--- config.mk ---
export PLATFORM = sky130hd
export DESIGN_NAME = watchdog_and_reset_cause
export DESIGN_NICKNAME = d
export VERILOG_FILES = /design/src/hw/wdt_pkg.sv /design/src/hw/watchdog_and_reset_cause.sv
export SDC_FILE = /design/constraint.sdc
export NUM_CORES = 1
export LEC_CHECK = 0
export BUFFER_PORTS_ARGS = -buffer_cell sky130_fd_sc_hd__buf_2
export CAP_MARGIN = 25
export CORE_ASPECT_RATIO = 1.5
export CORE_MARGIN = 4
export CORE_UTILIZATION = 56
export CTS_CLUSTER_SIZE = 40
export DETAILED_ROUTE_END_ITERATION = 8
export PLACE_DENSITY_LB_ADDON = 0.15
export SLEW_MARGIN = 10
export SYNTH_ARGS = -nofsm -noshare
export SYNTH_HDL_FRONTEND = slang
export SYNTH_SLANG_ARGS = --single-unit
--- constraint.sdc ---
create_clock -name clk -period 2.8 [get_ports clk]
set_input_delay 0.14 -clock clk [delete_from_list [all_inputs] [get_ports clk]]
set_output_delay 0.14 -clock clk [all_outputs]
set_load 0.02 [all_outputs]
--- src/hw/wdt_pkg.sv ---
// Shared constants and carrier types for the watchdog and reset-cause block.
// Assumes a single 20 MHz system clock; the slow oscillators arrive as level inputs.
package wdt_pkg;
  localparam int CLK_HZ = 20000000;
  localparam int CNT16_W = 16;
  localparam int CNT32_W = 32;
  localparam int CAUSE_W = 6;
  // Reset cause bit positions
  localparam int CAUSE_PIN = 0;
  localparam int CAUSE_SW = 1;
  localparam int CAUSE_BWDT = 2;
  localparam int CAUSE_MWDT0 = 3;
  localparam int CAUSE_MWDT1 = 4;
  localparam int CAUSE_HIB = 5;
  localparam logic [CAUSE_W-1:0] CAUSE_RST = 6'h00;
  localparam logic [15:0] MATCH16_RST = 16'hFFFF;
  localparam logic [31:0] MATCH32_RST = 32'hFFFFFFFF;

  typedef enum logic [3:0] {
    MODE_ACTIVE = 4'h1,
    MODE_ULTRA_LOW = 4'h2,
    MODE_DEEP_SLEEP = 4'h4,
    MODE_HIBERNATE = 4'h8
  } sys_mode_t;

  // Configuration of one multi-counter watchdog
  typedef struct packed {
    logic [1:0] en16;
    logic en32;
    logic [1:0] reset_en;
    logic [1:0] clear_on_match;
    logic cascade;
    logic [15:0] match0;
    logic [15:0] match1;
    logic [31:0] match2;
  } mwdt_cfg_t;

  // Events of one multi-counter watchdog
  typedef struct packed {
    logic [2:0] irq;
    logic reset_req;
  } mwdt_evt_t;
endpackage

--- src/hw/watchdog_and_reset_cause.sv ---
// Watchdog timers (one basic, two multi-counter) and the retained reset-cause register.
// Assumes the oscillator clocks are slow level inputs synchronous to clk and that
// the reset request output drives the device-wide reset controller.
// Notes on behaviour
// - Basic watchdog has one free 16-bit counter
// - Multi watchdogs: two 16-bit, one 32-bit, modes
// - Every 16-bit counter can request device reset
// - Every counter raises interrupt on match
// - Basic watchdog counts low-speed oscillator only
// - Basic watchdog runs through all low modes
// - Multi watchdogs use selectable low-frequency clock
// - Multi watchdogs run except in hibernate
// - Active-low external pin resets device
// - Firmware can request reset on demand
// - Hibernate wake-up issues device reset
// - Resets act asynchronously to known state
// - Retained register records reset cause
`timescale 1ns/1ps
module watchdog_and_reset_cause #(
  parameter int NUM_MWDT = 2
) (
  // Clock and resets
  input wire logic clk,
  input wire logic rst_n,
  input wire logic por_n,
  input wire logic external_reset_pin_n,
  // Oscillators, sampled as ticks
  input wire logic low_speed_internal_osc,
  input wire logic watch_crystal_osc,
  input wire logic low_freq_clock_sel_crystal,
  // System mode
  input wire wdt_pkg::sys_mode_t sys_mode,
  input wire logic hibernate_wake,
  // Basic watchdog control
  input wire logic basic_en,
  input wire logic basic_reset_en,
  input wire logic basic_service,
  input wire logic [15:0] basic_match,
  // Multi-counter watchdog control, software reset request and cause clear
  input wire wdt_pkg::mwdt_cfg_t [1:0] mwdt_cfg,
  input wire logic [1:0] mwdt_service,
  input wire logic sw_reset_req,
  input wire logic cause_clear,
  // Results
  output logic basic_irq,
  output wdt_pkg::mwdt_evt_t [1:0] mwdt_evt,
  output logic device_reset_req,
  output logic [wdt_pkg::CAUSE_W-1:0] reset_cause
);
  logic slow_q, slow_d, lfsel_q, lfsel_d;
  logic slow_tick, lf_tick;
  logic [15:0] bcnt_q, bcnt_d;
  logic basic_irq_q, basic_irq_d, basic_rst;
  logic [1:0][15:0] c16_q [2];
  logic [1:0][15:0] c16_d [2];
  logic [31:0] c32_q [2];
  logic [31:0] c32_d [2];
  wdt_pkg::mwdt_evt_t [1:0] evt_q, evt_d;
  logic [wdt_pkg::CAUSE_W-1:0] cause_q, cause_d;
  logic [wdt_pkg::CAUSE_W-1:0] src;
  logic mwdt_run;

  // Edge detect of the slow oscillators; the 20 MHz clock oversamples them
  always_comb begin
    slow_d = low_speed_internal_osc;
    lfsel_d = low_freq_clock_sel_crystal ? watch_crystal_osc : low_speed_internal_osc;
  end
  assign slow_tick = low_speed_internal_osc & ~slow_q;
  assign lf_tick = lfsel_d & ~lfsel_q;
  // Hibernate stops the multi watchdogs but not the basic one
  assign mwdt_run = (sys_mode != wdt_pkg::MODE_HIBERNATE);

  // Basic watchdog: counts in every mode, service restarts the interval
  always_comb begin
    bcnt_d = bcnt_q;
    basic_irq_d = 1'b0;
    basic_rst = 1'b0;
    if (basic_service) begin
      bcnt_d = 16'h0000;
    end else if (basic_en && slow_tick) begin
      bcnt_d = bcnt_q + 16'h0001;
      if (bcnt_q == basic_match) begin
        basic_irq_d = 1'b1;
        basic_rst = basic_reset_en;
      end
    end
  end

  // Multi-counter watchdogs
  always_comb begin
    for (int i = 0; i < 2; i++) begin
      c16_d[i] = c16_q[i];
      c32_d[i] = c32_q[i];
      evt_d[i] = '0;
      for (int k = 0; k < 2; k++) begin
        if (mwdt_service[i] && mwdt_cfg[i].reset_en[k]) begin
          c16_d[i][k] = 16'h0000;
        end else if (mwdt_cfg[i].en16[k] && lf_tick && mwdt_run &&
                     (k == 0 || !mwdt_cfg[i].cascade || evt_d[i].irq[0])) begin
          c16_d[i][k] = c16_q[i][k] + 16'h0001;
          if (c16_q[i][k] == (k == 0 ? mwdt_cfg[i].match0 : mwdt_cfg[i].match1)) begin
            evt_d[i].irq[k] = 1'b1;
            if (mwdt_cfg[i].reset_en[k]) begin
              evt_d[i].reset_req = 1'b1;
            end
            if (mwdt_cfg[i].clear_on_match[k]) begin
              c16_d[i][k] = 16'h0000;
            end
          end
        end
      end
      if (mwdt_cfg[i].en32 && lf_tick && mwdt_run &&
          (!mwdt_cfg[i].cascade || evt_d[i].irq[1])) begin
        c32_d[i] = c32_q[i] + 32'h00000001;
        if (c32_q[i] == mwdt_cfg[i].match2) begin
          evt_d[i].irq[2] = 1'b1;
        end
      end
    end
  end

  // Reset sources; the cause register sits on por_n only so it survives them
  always_comb begin
    src = '0;
    src[wdt_pkg::CAUSE_PIN] = ~external_reset_pin_n;
    src[wdt_pkg::CAUSE_SW] = sw_reset_req;
    src[wdt_pkg::CAUSE_BWDT] = basic_rst;
    src[wdt_pkg::CAUSE_MWDT0] = evt_d[0].reset_req;
    src[wdt_pkg::CAUSE_MWDT1] = evt_d[1].reset_req;
    src[wdt_pkg::CAUSE_HIB] = hibernate_wake && (sys_mode == wdt_pkg::MODE_HIBERNATE);
    // New causes win over a clear in the same cycle
    cause_d = (cause_clear ? '0 : cause_q) | src;
  end

  // The pin also resets combinationally, so it acts without a clock edge
  assign device_reset_req = ~external_reset_pin_n | (|src);

  always_ff @(posedge clk or negedge rst_n) begin
    if (!rst_n) begin
      slow_q <= 1'b0;
      lfsel_q <= 1'b0;
      bcnt_q <= 16'h0000;
      basic_irq_q <= 1'b0;
      c16_q[0] <= '0;
      c16_q[1] <= '0;
      c32_q[0] <= '0;
      c32_q[1] <= '0;
      evt_q <= '0;
    end else begin
      slow_q <= slow_d;
      lfsel_q <= lfsel_d;
      bcnt_q <= bcnt_d;
      basic_irq_q <= basic_irq_d;
      c16_q <= c16_d;
      c32_q <= c32_d;
      evt_q <= evt_d;
    end
  end

  always_ff @(posedge clk or negedge por_n) begin
    if (!por_n) begin
      cause_q <= wdt_pkg::CAUSE_RST;
    end else begin
      cause_q <= cause_d;
    end
  end

  assign basic_irq = basic_irq_q;
  assign mwdt_evt = evt_q;
  assign reset_cause = cause_q;

  // Checks
  AST_BASIC_IRQ: assert property (@(posedge clk) disable iff (!rst_n)
    (basic_en && !basic_service && slow_tick && bcnt_q == basic_match) |=> basic_irq)
    else $error("basic match without interrupt");
  AST_BASIC_RST: assert property (@(posedge clk) disable iff (!rst_n)
    (basic_en && basic_reset_en && !basic_service && slow_tick && bcnt_q == basic_match)
    |-> device_reset_req)
    else $error("basic timeout without reset request");
  AST_SERVICE: assert property (@(posedge clk) disable iff (!rst_n)
    basic_service |=> bcnt_q == 16'h0000)
    else $error("service did not restart basic counter");
  AST_BASIC_HOLD: assert property (@(posedge clk) disable iff (!rst_n)
    (!basic_service && !slow_tick) |=> $stable(bcnt_q))
    else $error("basic counter moved without tick");
  AST_MWDT_HIB: assert property (@(posedge clk) disable iff (!rst_n)
    (sys_mode == wdt_pkg::MODE_HIBERNATE && mwdt_service == 2'b00) |=> $stable(c32_q[0]))
    else $error("multi watchdog ran in hibernate");
  AST_PIN: assert property (@(posedge clk) disable iff (!por_n)
    !external_reset_pin_n |-> device_reset_req ##1 reset_cause[wdt_pkg::CAUSE_PIN])
    else $error("pin reset not requested or recorded");
  AST_SW: assert property (@(posedge clk) disable iff (!por_n)
    sw_reset_req |-> device_reset_req ##1 reset_cause[wdt_pkg::CAUSE_SW])
    else $error("software reset not requested or recorded");
  AST_CAUSE_SET_WINS: assert property (@(posedge clk) disable iff (!por_n)
    (cause_clear && src != '0) |=> (reset_cause == $past(src)))
    else $error("cause lost on clear");
  AST_HIB_WAKE: assert property (@(posedge clk) disable iff (!por_n)
    (hibernate_wake && sys_mode == wdt_pkg::MODE_HIBERNATE) |-> device_reset_req)
    else $error("hibernate wake gave no reset");

  // Basic watchdog
  AST_BASIC_NO_IRQ: assert property (@(posedge clk) disable iff (!rst_n)
    !(basic_en && !basic_service && slow_tick && bcnt_q == basic_match)
    |=> !basic_irq)
    else $error("basic interrupt without match");
  AST_BASIC_COUNT: assert property (@(posedge clk) disable iff (!rst_n)
    (basic_en && !basic_service && slow_tick)
    |=> bcnt_q == $past(bcnt_q) + 16'h0001)
    else $error("basic counter did not step on tick");
  AST_BASIC_NO_RST: assert property (@(posedge clk) disable iff (!rst_n)
    !basic_reset_en
    |-> !basic_rst)
    else $error("basic reset while reset disabled");
  AST_BASIC_HIB: assert property (@(posedge clk) disable iff (!rst_n)
    (sys_mode == wdt_pkg::MODE_HIBERNATE && basic_en && !basic_service && slow_tick)
    |=> bcnt_q != $past(bcnt_q))
    else $error("basic watchdog stopped in hibernate");
  AST_BASIC_OSC: assert property (@(posedge clk) disable iff (!rst_n)
    (!low_speed_internal_osc && !basic_service)
    |=> $stable(bcnt_q))
    else $error("basic counter moved without its oscillator");
  AST_BASIC_CAUSE: assert property (@(posedge clk) disable iff (!por_n)
    basic_rst
    |=> reset_cause[wdt_pkg::CAUSE_BWDT])
    else $error("basic timeout not recorded");

  // Multi-counter watchdogs
  AST_MWDT0_IRQ: assert property (@(posedge clk) disable iff (!rst_n)
    (mwdt_cfg[0].en16[0] && lf_tick && mwdt_run && !(mwdt_service[0] && mwdt_cfg[0].reset_en[0])
     && c16_q[0][0] == mwdt_cfg[0].match0)
    |=> mwdt_evt[0].irq[0])
    else $error("multi watchdog 0 match without interrupt");
  AST_MWDT1_IRQ: assert property (@(posedge clk) disable iff (!rst_n)
    (mwdt_cfg[1].en16[0] && lf_tick && mwdt_run && !(mwdt_service[1] && mwdt_cfg[1].reset_en[0])
     && c16_q[1][0] == mwdt_cfg[1].match0)
    |=> mwdt_evt[1].irq[0])
    else $error("multi watchdog 1 match without interrupt");
  AST_MWDT0_RST: assert property (@(posedge clk) disable iff (!rst_n)
    evt_d[0].reset_req
    |-> device_reset_req)
    else $error("multi watchdog 0 timeout without reset request");
  AST_MWDT1_RST: assert property (@(posedge clk) disable iff (!rst_n)
    evt_d[1].reset_req
    |-> device_reset_req)
    else $error("multi watchdog 1 timeout without reset request");
  AST_MWDT0_SERVICE: assert property (@(posedge clk) disable iff (!rst_n)
    (mwdt_service[0] && mwdt_cfg[0].reset_en[0])
    |=> c16_q[0][0] == 16'h0000)
    else $error("service did not restart multi counter");
  AST_MWDT1_SERVICE: assert property (@(posedge clk) disable iff (!rst_n)
    (mwdt_service[1] && mwdt_cfg[1].reset_en[1])
    |=> c16_q[1][1] == 16'h0000)
    else $error("service did not restart multi counter");
  AST_MWDT_C32: assert property (@(posedge clk) disable iff (!rst_n)
    (mwdt_cfg[1].en32 && !mwdt_cfg[1].cascade && lf_tick && mwdt_run)
    |=> c32_q[1] == $past(c32_q[1]) + 32'h00000001)
    else $error("wide counter did not step on tick");
  AST_MWDT_CASCADE: assert property (@(posedge clk) disable iff (!rst_n)
    (mwdt_cfg[1].cascade && !mwdt_service[1] && !evt_d[1].irq[0])
    |=> $stable(c16_q[1][1]))
    else $error("cascaded counter moved without lower match");
  AST_MWDT_CASCADE32: assert property (@(posedge clk) disable iff (!rst_n)
    (mwdt_cfg[1].cascade && !evt_d[1].irq[1])
    |=> $stable(c32_q[1]))
    else $error("cascaded wide counter moved without lower match");
  AST_MWDT_CLEAR: assert property (@(posedge clk) disable iff (!rst_n)
    (evt_d[0].irq[0] && mwdt_cfg[0].clear_on_match[0])
    |=> c16_q[0][0] == 16'h0000)
    else $error("clear on match did not clear");
  AST_MWDT_HIB1: assert property (@(posedge clk) disable iff (!rst_n)
    (sys_mode == wdt_pkg::MODE_HIBERNATE && mwdt_service == 2'b00)
    |=> $stable(c16_q[1]))
    else $error("multi watchdog ran in hibernate");
  AST_MWDT_HIB_EVT: assert property (@(posedge clk) disable iff (!rst_n)
    sys_mode == wdt_pkg::MODE_HIBERNATE
    |=> mwdt_evt == '0)
    else $error("multi watchdog event in hibernate");
  AST_LF_SELECT: assert property (@(posedge clk) disable iff (!rst_n)
    lf_tick
    |-> (low_freq_clock_sel_crystal ? watch_crystal_osc : low_speed_internal_osc))
    else $error("multi watchdog ticked from unselected oscillator");

  // Reset sources and cause register
  AST_CAUSE_STICKY: assert property (@(posedge clk) disable iff (!por_n)
    !cause_clear
    |=> (reset_cause & $past(reset_cause)) == $past(reset_cause))
    else $error("cause bit lost without clear");
  AST_CAUSE_CLEAR: assert property (@(posedge clk) disable iff (!por_n)
    (cause_clear && src == '0)
    |=> reset_cause == '0)
    else $error("cause not cleared");
  AST_IDLE: assert property (@(posedge clk) disable iff (!por_n)
    (src == '0 && external_reset_pin_n)
    |-> !device_reset_req)
    else $error("reset request without source");
  AST_MWDT_CAUSE1: assert property (@(posedge clk) disable iff (!por_n)
    evt_d[1].reset_req
    |=> reset_cause[wdt_pkg::CAUSE_MWDT1])
    else $error("multi watchdog 1 timeout not recorded");
  AST_HIB_CAUSE: assert property (@(posedge clk) disable iff (!por_n)
    (hibernate_wake && sys_mode == wdt_pkg::MODE_HIBERNATE)
    |=> reset_cause[wdt_pkg::CAUSE_HIB])
    else $error("hibernate wake not recorded");

  COV_BASIC_TIMEOUT: cover property (@(posedge clk) disable iff (!rst_n) basic_rst);
  COV_CASCADE: cover property (@(posedge clk) disable iff (!rst_n) mwdt_evt[1].irq[2]);
  COV_MWDT_SERVICE: cover property (@(posedge clk) disable iff (!rst_n) mwdt_service[1]);
  COV_MWDT_IRQ32: cover property (@(posedge clk) disable iff (!rst_n) mwdt_evt[0].irq[2]);
  COV_MWDT_RST: cover property (@(posedge clk) disable iff (!rst_n) mwdt_evt[1].reset_req);
endmodule // watchdog_and_reset_cause

==> summary.txt <==
Clock network
  • TritonCTS clock tree: built
  • Clk buf depth: 2
  • Clk_lat worst skew: 430 ps
  • CTS H-tree depth: 4
  • Clock sink total: 161
  • Worst-path clk slew: 70 ps
  • Total CTS buffers: 17
  • Clock Tree Root: clkbuf_16

Route
  • DRT iter0 DRCs: 438
  • Post-DRT Antenna Nets: 0
  • DR WL/cell: 17.41 µm
  • Routed Wire Length: 25.09 mm
  • Vias per cell: 5.795
  • Detailed Routing Iterations Pass 1: 5
  • DR DRC count: 0
  • Vias: 8351

Yosys
  • Mapped cell area: 9485 µm²
  • Register area share after synthesis: 0.4247
  • Syn nets: 1187
  • Ys async rst share: 1.000
  • Ys flop type: dfrtp_1
  • Syn. warnings: 0
  • Flops & latches, synth: 161
  • EDFF count, synth: 0
  • Cells after Synth: 1001
  • Distinct cells, synth: 56
  • Synth Area per Inst: 9.476 µm²

Setup path
  • Arrival time worst endpoint: 2500 ps
  • Worst-path maximum fanout: 4
  • WP data required: 2660 ps
  • Setup crit start kind: flop
  • Setup Crit Path Kind: flop to primary output
  • Crit. End Element: primary output

Global routing
  • Number of global-route vias before repair: 8638
  • Remaining Overflow, GRT: 0
  • GR peak layer: met2
  • GR Util All Layers: 0.2643
  • Routing usage on met3: 0.04158
  • First-pass GRT wire length: 41.01 mm
  • Met2 GRT Util: 0.4697
  • Global Route met1 Usage: 0.3115
  • Antenna violations before repair: 0
  • Pin count of the biggest net entering global routing: 75

Timing
  • Hold Violations, Final: 0
  • RSZ-0062 raised after global routing: false
  • Final Slew Violations: 0
  • Setup Skew: 11.63 ps
  • Fin crit share: 0.9413
  • Minimum clock period: 2636 ps
  • F_max: 0.3794 GHz
  • Least-Margin Pin Slew: 873.4 ps
  • Post-Route Setup TNS: 0 ps
  • Slew HR: 0.4177
  • Final setup violation count: 0

Power and ir drop
  • Sw Share: 0.2721
  • P per Cell Area: 470.1 nW/µm²
  • Flop pwr share: 0.470
  • P_leak: 0.005595 µW
  • Net switching power figure: 1465 µW
  • Combinational Power Share: 0.114
  • Part of the power in the clock network: 0.416
  • Internal power: 3920 µW
  • Worst IR drop on VDD: 356.2 µV

Cells and area
  • Area grow syn2layout: 20.76%
  • Final cell count without fillers: 1441
  • Share of layout cells above drive strength 1: 0.2177
  • N_diodes: 0
  • Nets: 1404

Die
  • Ports: 195
  • Die Area: 19130 µm²
  • Die outline width: 114.3 µm
  • Core Box Area: 16690 µm²
  • Starting density of the core: 0.5683
  • Die Ht: 167.4 µm
  • Num rows: 58

Place
  • Final HPWL DP: 19.02 mm
  • Port Buffers: 194
  • RePlAce Congestion: 0.9051
  • Placed instance count: 1399

Flow run
  • MaxCap Viol Count: 0

Hold path
  • HP Class: input pin to flop

Run status
  • Status: completed
-- stage by stage --
step	power (µW)	hold slack (ps)	utilization	area (µm²)	setup slack [ps]
3_3_place_gp	3162	-20.65	0.6464	10790	351.1
6_report	5385	15.00	0.6863	11450	164.4
4_1_cts	5426	3.848	0.6847	11430	63.16
3_5_place_dp	3180	-18.16	0.6464	10790	254.9
5_1_grt	5602	30.15	0.6863	11450	16.83
2_1_floorplan	2847	-155.6	-	9485	572.3
-- cell usage in the layout (no fill, tap or decap), types with 3 or more instances in the layout --
master / netlist / final
a21o_1: 6 / 6
a21oi_1: 12 / 12
a22o_1: 3 / 3
a31oi_1: 6 / 6
a32o_1: 13 / 13
and2_1: 15 / 15
and3_1: 38 / 38
and4_1: 11 / 11
buf_2: 8 / 193
buf_4: 2 / 23
clkbuf_16: 0 / 17
clkinvlp_4: 0 / 5
dfrtp_1: 161 / 161
dlygate4sd3_1: 0 / 8
ha_1: 7 / 7
inv_1: 18 / 18
inv_6: 0 / 4
mux2i_1: 3 / 3
nand2_1: 81 / 81
nand2b_1: 3 / 3
nand3_1: 48 / 48
nand3b_1: 3 / 3
nand4_1: 44 / 44
nor2_1: 73 / 72
nor2b_1: 8 / 8
nor3_1: 19 / 19
nor3b_1: 8 / 7
nor4_1: 43 / 43
nor4_2: 4 / 4
o211ai_1: 9 / 9
o21ai_0: 63 / 63
o31ai_1: 14 / 14
or2_2: 3 / 3
xnor2_1: 57 / 57
xor2_1: 173 / 173
-- state kept, by name, summed over array words and instances, names as in the netlist --
| signal | cells |
|---|---|
| bcnt_q | 16 |
| c32_q | 64 |
| reset_cause | 6 |
| c16_q | 64 |
| lfsel_q | 1 |
| basic_irq | 1 |
| mwdt_evt | 8 |
| slow_q | 1 |
-- layer usage --
layer,routed length [µm],part of all wire,up-vias
met2,13110,0.52,243
met5,0,0,-
met3,1126,0.045,63
li1,-,-,3988
met1,9888,0.39,4057
met4,966,0.038,0
-- layout make-up --
cell class	instances	area, µm²
Multi-Input combinational cell	793	5266
Fill cell	1391	5236
Tap cell	210	262.8
Sequential cell	161	4029
Inverter	18	67.56
Clock inverter	14	130.1
Clock buffer	18	429.2
Timing Repair Buffer	227	1270
-- cells by family after synthesis --
group,synth area share
simple gates,0.2347
flops,0.4247
compound gates,0.09339
xor+xnor,0.2124
fa+ha+maj,0.009233
buf+inv,0.02124
mux,0.004353
-- Yosys cell counts, types with 4 or more instances --
| cell | count | area, µm² |
|---|---|---|
| a21o_1 | 6 | 45.04 |
| a21oi_1 | 12 | 60.06 |
| a31oi_1 | 6 | 37.54 |
| a32o_1 | 13 | 130.1 |
| and2_1 | 15 | 93.84 |
| and3_1 | 38 | 237.7 |
| and4_1 | 11 | 96.34 |
| buf_2 | 8 | 40.04 |
| clkbuf_1 | 16 | 60.06 |
| dfrtp_1 | 161 | 4029 |
| ha_1 | 7 | 87.58 |
| inv_1 | 18 | 67.56 |
| nand2_1 | 81 | 304.0 |
| nand3_1 | 48 | 240.2 |
| nand4_1 | 44 | 275.3 |
| nor2_1 | 73 | 274.0 |
| nor2b_1 | 8 | 50.05 |
| nor3_1 | 19 | 95.09 |
| nor3b_1 | 8 | 60.06 |
| nor4_1 | 43 | 269.0 |
| nor4_2 | 4 | 50.05 |
| o211ai_1 | 9 | 67.56 |
| o21ai_0 | 63 | 315.3 |
| o31ai_1 | 14 | 105.1 |
| xnor2_1 | 57 | 499.2 |
| xor2_1 | 173 | 1515 |
-- worst max-delay path, cell delays in order (launching register included) --
cell,delay (ps)
dfrtp_1,440
xor2_1,170
nor4_1,350
nand4_1,290
nor2_2,220
o211a_1,180
a31oi_1,150
nand2_1,110
buf_2,170
-- worst paths after layout --
check / start / endpoint / slack (ps) / cells after the start
worst max-delay path: c16_q[37]$_DFFE_PN0P_ / device_reset_req / 160 / 8
worst min-delay path: mwdt_cfg[70] / mwdt_evt[1]$_DFF_PN0_ / 20 / 3
worst max register to register: c16_q[26]$_DFFE_PN0P_ / c32_q[30]$_DFFE_PN0P_ / 340 / 7
worst min register to register: reset_cause[1]$_DFF_PN0_ / reset_cause[1]$_DFF_PN0_ / 480 / 1
max in group asynchronous: rst_n / c16_q[19]$_DFFE_PN0P_ / 1740 / 3
min in group asynchronous: por_n / reset_cause[0]$_DFF_PN0_ / 100 / 2
-- power by group through the flow --
stage	clock [µW]	sequential, µW	combinational [µW]
after floorplan	0	2530	319
after global placement	0	2570	594
after detailed placement	0	2570	609
after CTS	2280	2530	622
after global routing	2360	2540	696
final	2240	2530	616
-- timing repair --
action / 4_1_cts / 5_1_grt
buffers inserted: 0 / 2
resized for setup: 0 / 3
hold endpoints to repair: 83 / 0
setup endpoints to repair: 0 / 1
hold buffers: 8 / 0
Note: power is estimated with default switching activity, not from simulation.
